## src/hdl/ccdp_pkg.sv

```systemverilog
// constants for the clock configuration download planner
package ccdp_pkg;
  localparam logic [7:0] CCDP_CTRL_ADDR = 8'h06;
  localparam logic [7:0] CCDP_CTRL_READY = 8'h01;
  localparam logic [7:0] CCDP_CTRL_ACTIVE = 8'h02;
  localparam logic [7:0] CCDP_IMUX_ADDR = 8'h17;
  localparam logic [7:0] CCDP_PDIV_ADDR = 8'h18;
  localparam logic [7:0] CCDP_MODE_ADDR = 8'h19;
  localparam logic [7:0] CCDP_FBI_ADDR = 8'h1a;
  localparam logic [7:0] CCDP_FBR_ADDR = 8'h1c;
  localparam logic [7:0] CCDP_FBD_ADDR = 8'h1e;
  localparam logic [7:0] CCDP_HSDIV_ADDR = 8'h20;
  localparam logic [7:0] CCDP_ID_ADDR = 8'h25;
  localparam logic [7:0] CCDP_GSEL_ADDR = 8'h27;
  localparam logic [7:0] CCDP_RDIV_ADDR = 8'h30;
  localparam int CCDP_FB_W = 15;
  localparam int CCDP_NUM_HSDIV = 5;
  localparam int CCDP_NUM_ID = 2;
  localparam int CCDP_NUM_GRP = 6;
  localparam int CCDP_NUM_OUT = 12;
  localparam logic [7:0] CCDP_DIV_RESET = 8'h00;
  typedef enum logic [1:0] {CCDP_BLANK, CCDP_READY, CCDP_ACTIVE} ccdp_state_t;
endpackage

```

## src/hdl/ccdp_loader.sv

```systemverilog
// volatile configuration loader and clock plan for the generator
// Functional notes
// - after final write accepted, outputs run per loaded plan
// - first write 0x01 to 0x06 enters ready mode
// - last write 0x02 to 0x06 returns to active mode
// - register address is eight bits, one per write
// - one eight-bit data byte stored at the addressed register
// - VCO equals reference times feedback ratio
// - input chosen by mux select field or select pins
// - five integer and two fractional dividers feed groups
// - output = VCO over group divider times output R divider
// - twelve-output group map: 0/1-2/3-5/6-8/9/10-11
// - input pin assignments unaffected by downloads
`timescale 1ns/10ps
`default_nettype none
module ccdp_loader
  import ccdp_pkg::*;
#(
  parameter int NUM_HSDIV = CCDP_NUM_HSDIV,
  parameter int NUM_ID = CCDP_NUM_ID,
  parameter int NUM_OUT = CCDP_NUM_OUT,
  parameter bit HAS_SEL_PINS = 1'b1
) (
  input wire logic clk_i,
  input wire logic reset_i,
  input wire logic wr_valid_i,
  input wire logic [7:0] wr_addr_i,
  input wire logic [7:0] wr_data_i,
  input wire logic [1:0] input_select_pins_i,
  input wire logic sel_pins_enable_i,
  output logic ready_mode_o,
  output logic active_mode_o,
  output logic [1:0] active_input_o,
  output logic [7:0] pdiv_o,
  output logic [7:0] loop_mode_o,
  output logic [CCDP_FB_W-1:0] feedback_integer_field_o,
  output logic [CCDP_FB_W-1:0] feedback_residue_field_o,
  output logic [CCDP_FB_W-1:0] feedback_denominator_field_o,
  output logic [NUM_OUT-1:0] clk_out_o
);
  ccdp_state_t state_q;
  ccdp_state_t state_d;
  logic [7:0] regs_q [256];
  logic [1:0] sel_q;
  logic is_ctrl;
  logic go_ready;
  logic go_active;
  logic run;
  logic [NUM_OUT-1:0] clk_raw;

  assign is_ctrl = wr_valid_i && (wr_addr_i == CCDP_CTRL_ADDR);
  assign go_ready = is_ctrl && (wr_data_i == CCDP_CTRL_READY);
  assign go_active = is_ctrl && (wr_data_i == CCDP_CTRL_ACTIVE);
  assign run = (state_q == CCDP_ACTIVE);

  always_comb begin
    state_d = state_q;
    unique case (state_q)
      CCDP_BLANK, CCDP_ACTIVE: begin
        if (go_ready) begin
          state_d = CCDP_READY;
        end
      end
      CCDP_READY: begin
        if (go_active) begin
          state_d = CCDP_ACTIVE;
        end
      end
      default: begin
        state_d = CCDP_BLANK;
      end
    endcase
  end

  always_ff @(posedge clk_i) begin
    if (reset_i) begin
      state_q <= CCDP_BLANK;
    end else begin
      state_q <= state_d;
    end
  end

  // storage of each pair except control writes to 0x06; plan stays frozen outside ready mode
  always_ff @(posedge clk_i) begin
    if (reset_i) begin
      for (int i = 0; i < 256; i++) begin
        regs_q[i] <= CCDP_DIV_RESET;
      end
    end else if (wr_valid_i && !is_ctrl && state_q == CCDP_READY) begin
      regs_q[wr_addr_i] <= wr_data_i;
    end
  end

  // pin enable is a strap, not loadable by a download
  always_ff @(posedge clk_i) begin
    if (reset_i) begin
      sel_q <= 2'b00;
    end else if (HAS_SEL_PINS && sel_pins_enable_i) begin
      sel_q <= input_select_pins_i;
    end else begin
      sel_q <= regs_q[CCDP_IMUX_ADDR][1:0];
    end
  end

  always_ff @(posedge clk_i) begin
    if (reset_i) begin
      ready_mode_o <= 1'b0;
      active_mode_o <= 1'b0;
      active_input_o <= 2'b00;
      pdiv_o <= CCDP_DIV_RESET;
      loop_mode_o <= CCDP_DIV_RESET;
      feedback_integer_field_o <= '0;
      feedback_residue_field_o <= '0;
      feedback_denominator_field_o <= '0;
      clk_out_o <= '0;
    end else begin
      ready_mode_o <= (state_q == CCDP_READY);
      active_mode_o <= run;
      active_input_o <= sel_q;
      pdiv_o <= regs_q[CCDP_PDIV_ADDR];
      loop_mode_o <= regs_q[CCDP_MODE_ADDR];
      // ratio held as 15-bit fixed point fields
      feedback_integer_field_o <= {regs_q[CCDP_FBI_ADDR + 8'h01][6:0], regs_q[CCDP_FBI_ADDR]};
      feedback_residue_field_o <= {regs_q[CCDP_FBR_ADDR + 8'h01][6:0], regs_q[CCDP_FBR_ADDR]};
      feedback_denominator_field_o <= {regs_q[CCDP_FBD_ADDR + 8'h01][6:0],
                                       regs_q[CCDP_FBD_ADDR]};
      clk_out_o <= clk_raw;
    end
  end

  // group of each output on the twelve-output part
  function automatic logic [2:0] grp_of(input int o);
    case (o)
      0: grp_of = 3'd0;
      1, 2: grp_of = 3'd1;
      3, 4, 5: grp_of = 3'd2;
      6, 7, 8: grp_of = 3'd3;
      9: grp_of = 3'd4;
      default: grp_of = 3'd5;
    endcase
  endfunction

  // per output: group source picks one of five integer or two fractional dividers
  for (genvar o = 0; o < NUM_OUT; o++) begin : g_out
    logic [2:0] grp;
    logic [2:0] src;
    logic [7:0] gdiv;
    assign grp = grp_of(o);
    assign src = regs_q[CCDP_GSEL_ADDR + 8'(grp)][2:0];
    // sources 0..4 integer, 5..6 fractional integer part
    assign gdiv = (src < 3'(NUM_HSDIV)) ? regs_q[CCDP_HSDIV_ADDR + 8'(src)] :
                  (src < 3'(NUM_HSDIV + NUM_ID)) ?
                  regs_q[CCDP_ID_ADDR + 8'(src) - 8'(NUM_HSDIV)] : 8'h00;
    ccdp_out_divider u_div (
      .clk_i(clk_i),
      .reset_i(reset_i),
      .run_i(run),
      .div_i(gdiv),
      .rdiv_i(regs_q[CCDP_RDIV_ADDR + 8'(o)][5:0]),
      .clk_o(clk_raw[o])
    );
  end
endmodule
`default_nettype wire

```

## src/hdl/ccdp_out_divider.sv

```systemverilog
// one output divider: group divide times per-output divide
`timescale 1ns/10ps
`default_nettype none
module ccdp_out_divider (
  input wire logic clk_i,
  input wire logic reset_i,
  input wire logic run_i,
  input wire logic [7:0] div_i,
  input wire logic [5:0] rdiv_i,
  output logic clk_o
);
  logic [13:0] cnt_q;
  logic [13:0] cnt_d;
  logic clk_q;
  logic [13:0] total;
  logic ok;
  logic wrap;
  assign total = 14'(div_i) * 14'(rdiv_i);
  assign ok = run_i && (div_i != 8'h00) && (rdiv_i != 6'h00);
  assign wrap = (cnt_q >= total - 14'h0001);
  assign cnt_d = (!ok || wrap) ? 14'h0000 : cnt_q + 14'h0001;
  always_ff @(posedge clk_i) begin
    if (reset_i) begin
      cnt_q <= 14'h0000;
      clk_q <= 1'b0;
    end else begin
      cnt_q <= cnt_d;
      // toggle at half-period marks
      clk_q <= !ok ? 1'b0 : (wrap ? 1'b0 : ((cnt_q == (total >> 1) - 14'h0001) ? 1'b1 : clk_q));
    end
  end
  assign clk_o = clk_q;
endmodule
`default_nettype wire

```

## config.mk

```make
export PLATFORM = sky130hd
export DESIGN_NAME = ccdp_loader
export DESIGN_NICKNAME = d
export VERILOG_FILES = /design/src/hdl/ccdp_pkg.sv /design/src/hdl/ccdp_loader.sv /design/src/hdl/ccdp_out_divider.sv
export SDC_FILE = /design/constraint.sdc
export NUM_CORES = 2
export LEC_CHECK = 0
export BUFFER_PORTS_ARGS = -buffer_cell sky130_fd_sc_hd__buf_2
export CAP_MARGIN = 0
export CELL_PAD_IN_SITES_DETAIL_PLACEMENT = 0
export CELL_PAD_IN_SITES_GLOBAL_PLACEMENT = 1
export CORE_ASPECT_RATIO = 2
export CORE_MARGIN = 2
export CORE_UTILIZATION = 51
export CTS_CLUSTER_SIZE = 28
export DETAILED_ROUTE_END_ITERATION = 6
export PLACE_DENSITY = 0.94
export REMOVE_ABC_BUFFERS = 1
export SLEW_MARGIN = 40
export SYNTH_ARGS = -nofsm -noshare
export SYNTH_HDL_FRONTEND = slang
export SYNTH_SLANG_ARGS = --single-unit
```

## constraint.sdc

```tcl
create_clock -name clk_i -period 10.21 [get_ports clk_i]
set_clock_uncertainty 0.05 [all_clocks]
set_input_delay 2.042 -clock clk_i [delete_from_list [all_inputs] [get_ports clk_i]]
set_output_delay 2.042 -clock clk_i [all_outputs]
set_load 0.1 [all_outputs]
```

==> flow_summary_export.csv <==
group,metric,value,unit
hold_path,worstHoldStart,"regs_q[29][0]$_SDFFCE_PN0P_",
worst_setup_path,worstPathMaxFanout,15,
detailed_routing,vias_per_cell,5.92,
yosys,synth_cell_types,109,
global_route,track_usage,26.7,%
die,chipHeight,446,um
run_status,outcome,"completed",
worst_setup_path,crit_type,"flop to flop",
worst_setup_path,max_stage_delay,0.74,ns
sta,max_freq,116,MHz
detailed_routing,wl_per_cell,19.5,um
yosys,avgSynthCellArea,8.91,um2
clock_network,clk_pin_slew_worst_paths,0.07,ns
detailed_routing,vias,40300,
global_route,overflow,0,
power,power,6.75,mW
detailed_routing,drt_iter0_drc,1993,
clock_network,cts_resized,0,
yosys,ys_top_cells_by_area,"edfxtp_1 (13%), fa_1 (12%), ha_1 (12%), dfxtp_1 (11%), xnor2_1 (5.9%)",
clock_network,htree_levels,2,
die,die-area,0.100,mm2
yosys,yosysMostFrequentCell,"nand2_1",
sta,setup_viol_count_final,0,
global_route,antenna_found_initial,6,
global_route,grt_pass1_vias,42200,
yosys,synth_commonest_cells,"nand2_1 (552), ha_1 (468), inv_1 (438)",
power,intPower,4.14,mW
yosys,ys_ff_latch,470,
power,p_leak,22.0,nW
final_layout,syn_to_final_growth,6.39,%
sta,max_slew.worst_pin.slew,0.878,ns
yosys,synth_top_area_cell,"edfxtp_1",
clock_network,cts_tree,"built",
final_layout,final_area,0.0529,mm2
power,seqPwrFrac,30.7,%
worst_setup_path,cp-start-kind,"flop",
worst_setup_path,rr_startpoint,"regs_q[44][0]$_SDFFCE_PN0P_",
clock_network,cts-hold-fix-buffers,0,
sta,period_share,84.7,%
yosys,synth-edff-count,209,
clock_network,clockBufferDepth,3,
detailed_routing,drc,0,
power,p_per_area,128,mW/mm2
run,drv_cap,0,
detailed_routing,finalWirelength,133000,um
detailed_routing,antenna_left,0,
worst_setup_path,cp-end-kind,"flop",
clock_network,cts_buffers,47,
clock_network,post_cts_buffers,0,
worst_setup_path,rr_endpoint,"g_out[10].u_div.clk_o$_SDFFE_PP0N_",
worst_setup_path,timing.critical_path.mode_cell,"ha_1",
global_route,grt_max_degree,58,
final_layout,drive_above_1_share,6.94,%
sta,layout_min_cycle_time,8.65,ns
yosys,synth_warnings,0,
hold_path,hp-class,"flop to flop",
yosys,ys_seq_area_share,23.1,%
power,power_frac_comb,42.4,%
worst_setup_path,worst_r2r_path_depth,29,
place,gp_congestion,0.957,
worst_setup_path,critPathSlowestCell,"or4b_1",
detailed_routing,firstDrtPassIters,6,
die,fp.dieW,225,um
place,placed_area,0.0513,mm2
power,clock_power_share,26.9,%
power,vdd_drop_max,0.179,mV
sta,fin_tns_setup,0,ns
yosys,ys.flop_type,"dfxtp_1",
place,dp_hpwl,103000,um
place,numPlacedInstances,6729,
power,p_sw_share,38.7,%
sta,rsz0062_at_grt,"false",
yosys,synth-async-reset-ratio,0,%
yosys,yosysTopAreaCellShare,12.6,%
clock_network,clock_latency,0.64,ns
hold_path,holdPathEnd,"feedback_residue_field_o[8]$_SDFF_PP0_",
final_layout,fin_cells,6818,
sta,slew_violations,0,
sta,hold_violations,0,
sta,slew_headroom,41.4,%
worst_setup_path,required,10.74,ns
final_layout,fin_util,54.5,%
clock_network,clock_sinks,470,
clock_network,clockRootBuffer,"clkbuf_16",
global_route,grt_pass1_wl,214000,um
final_layout,nets,6341,
worst_setup_path,crit_arrival,9.18,ns
power,power.switching,2.61,mW
die,core_area,0.0971,mm2
die,io_pins,99,
yosys,syn-cell-area,0.0497,mm2
die,rows,162,
hold_path,min_path_cells,1,
yosys,synth_cells,5578,
worst_setup_path,reg2reg_slack,1.56,ns
die,initial_core_util,51.2,%
place,io_buffers,98,
[metal layers]
metal  up-vias  wire length [um]  share of wire (%)  GRT usage [%]
li1      19100                 -                  -              -
met1     19500             44900                 34           25.7
met2      1232             71500                 54           51.7
met5         -                41              0.031              0
met3       498              6820                5.1           3.95
met4         6              9510                7.2           17.3
[metrics by stage]
step	hold WS, ns	setup slack (ns)
finish	0.386	1.56
global route	0.406	0.993
CTS	0.393	1.48
detailed placement	0.385	1.53
global placement	0.381	1.55
floorplan	0.363	2.12
[sequential cells by signal (all words and copies together), names as in the netlist]
name                          cells
loop_mode_o                       8
clk_out_o                        12
sel_q                             2
ready_mode_o                      1
state_q                           2
feedback_residue_field_o         15
regs_q                          209
active_mode_o                     1
feedback_integer_field_o         15
g_out.u_div.cnt_q               168
feedback_denominator_field_o     15
active_input_o                    2
pdiv_o                            8
g_out.u_div.clk_o                12
[power groups by stage]
| stage | Combinational, mW | Clock [mW] | Sequential (mW) |
|---|---|---|---|
| after floorplan | 2.15 | 0 | 2.14 |
| after global placement | 2.78 | 0 | 2.11 |
| after detailed placement | 2.84 | 0 | 2.11 |
| after CTS | 2.85 | 1.85 | 2.07 |
| after global routing | 3.20 | 1.91 | 2.07 |
| final | 2.86 | 1.81 | 2.07 |
[critical path: cells and delay by family (launching register included)]
kind            cells  cell delay (ns)
compound gates      9             2.25
xor+xnor            2             0.61
simple gates        9             2.72
fa+ha+maj           6             1.95
flops               1             0.61
buf+inv             3             0.40
[layout by cell type (no fill, tap or decap), types with 97 or more instances in the layout]
master and count:
nor2_1 394, inv_1 438, xnor2_1 336, nor2b_1 230, a21oi_1 127, edfxtp_1 209, ha_1 468, nand3_1 147
nand2_1 552, fa_1 300, buf_2 97, o21ai_0 102, and2_1 390, xor2_1 215, dfxtp_1 261
[area by class of cell]
cell class / count / area [um2]
antenna: 1 / 2.50
clock buffer: 52 / 1230
clock inverter: 33 / 329
fill: 8741 / 44200
inverter: 439 / 1650
multi-input combinational: 4450 / 35800
sequential: 470 / 11500
tap: 1230 / 1540
timing repair buffer: 143 / 861
[cells by family (layout without fill, tap and decap cells)]
| kind of cell | after synthesis | after routing | share of synthesized area [%] |
|---|---|---|---|
| flip-flops | 470 | 470 | 23.1 |
| AO/OA/AOI/OAI | 707 | 707 | 10.3 |
| adder cells (fa/ha/maj) | 768 | 768 | 23.9 |
| other | 0 | 1 | 0 |
| XOR/XNOR | 561 | 561 | 10.1 |
| AND/OR/NAND/NOR | 2279 | 2279 | 23.8 |
| multiplexers | 135 | 135 | 3.67 |
| buffers and inverters | 658 | 667 | 5.10 |
[how the worst max path moves through the flow]
| stage | cells after the start | slack (ns) | start | end |
|---|---|---|---|---|
| floorplan | 26 | 2.12 | regs_q[44][1]$_SDFFCE_PN0P_ | g_out[10].u_div.clk_o$_SDFFE_PP0N_ |
| detailed placement | 29 | 1.53 | regs_q[44][0]$_SDFFCE_PN0P_ | g_out[10].u_div.clk_o$_SDFFE_PP0N_ |
| finish | 29 | 1.56 | regs_q[44][0]$_SDFFCE_PN0P_ | g_out[10].u_div.clk_o$_SDFFE_PP0N_ |
| global placement | 29 | 1.55 | regs_q[44][0]$_SDFFCE_PN0P_ | g_out[10].u_div.clk_o$_SDFFE_PP0N_ |
| global route | 29 | 0.99 | regs_q[44][0]$_SDFFCE_PN0P_ | g_out[10].u_div.clk_o$_SDFFE_PP0N_ |
| CTS | 29 | 1.48 | regs_q[44][0]$_SDFFCE_PN0P_ | g_out[10].u_div.clk_o$_SDFFE_PP0N_ |
No activity file was read; power rests on OpenSTA's default activity.
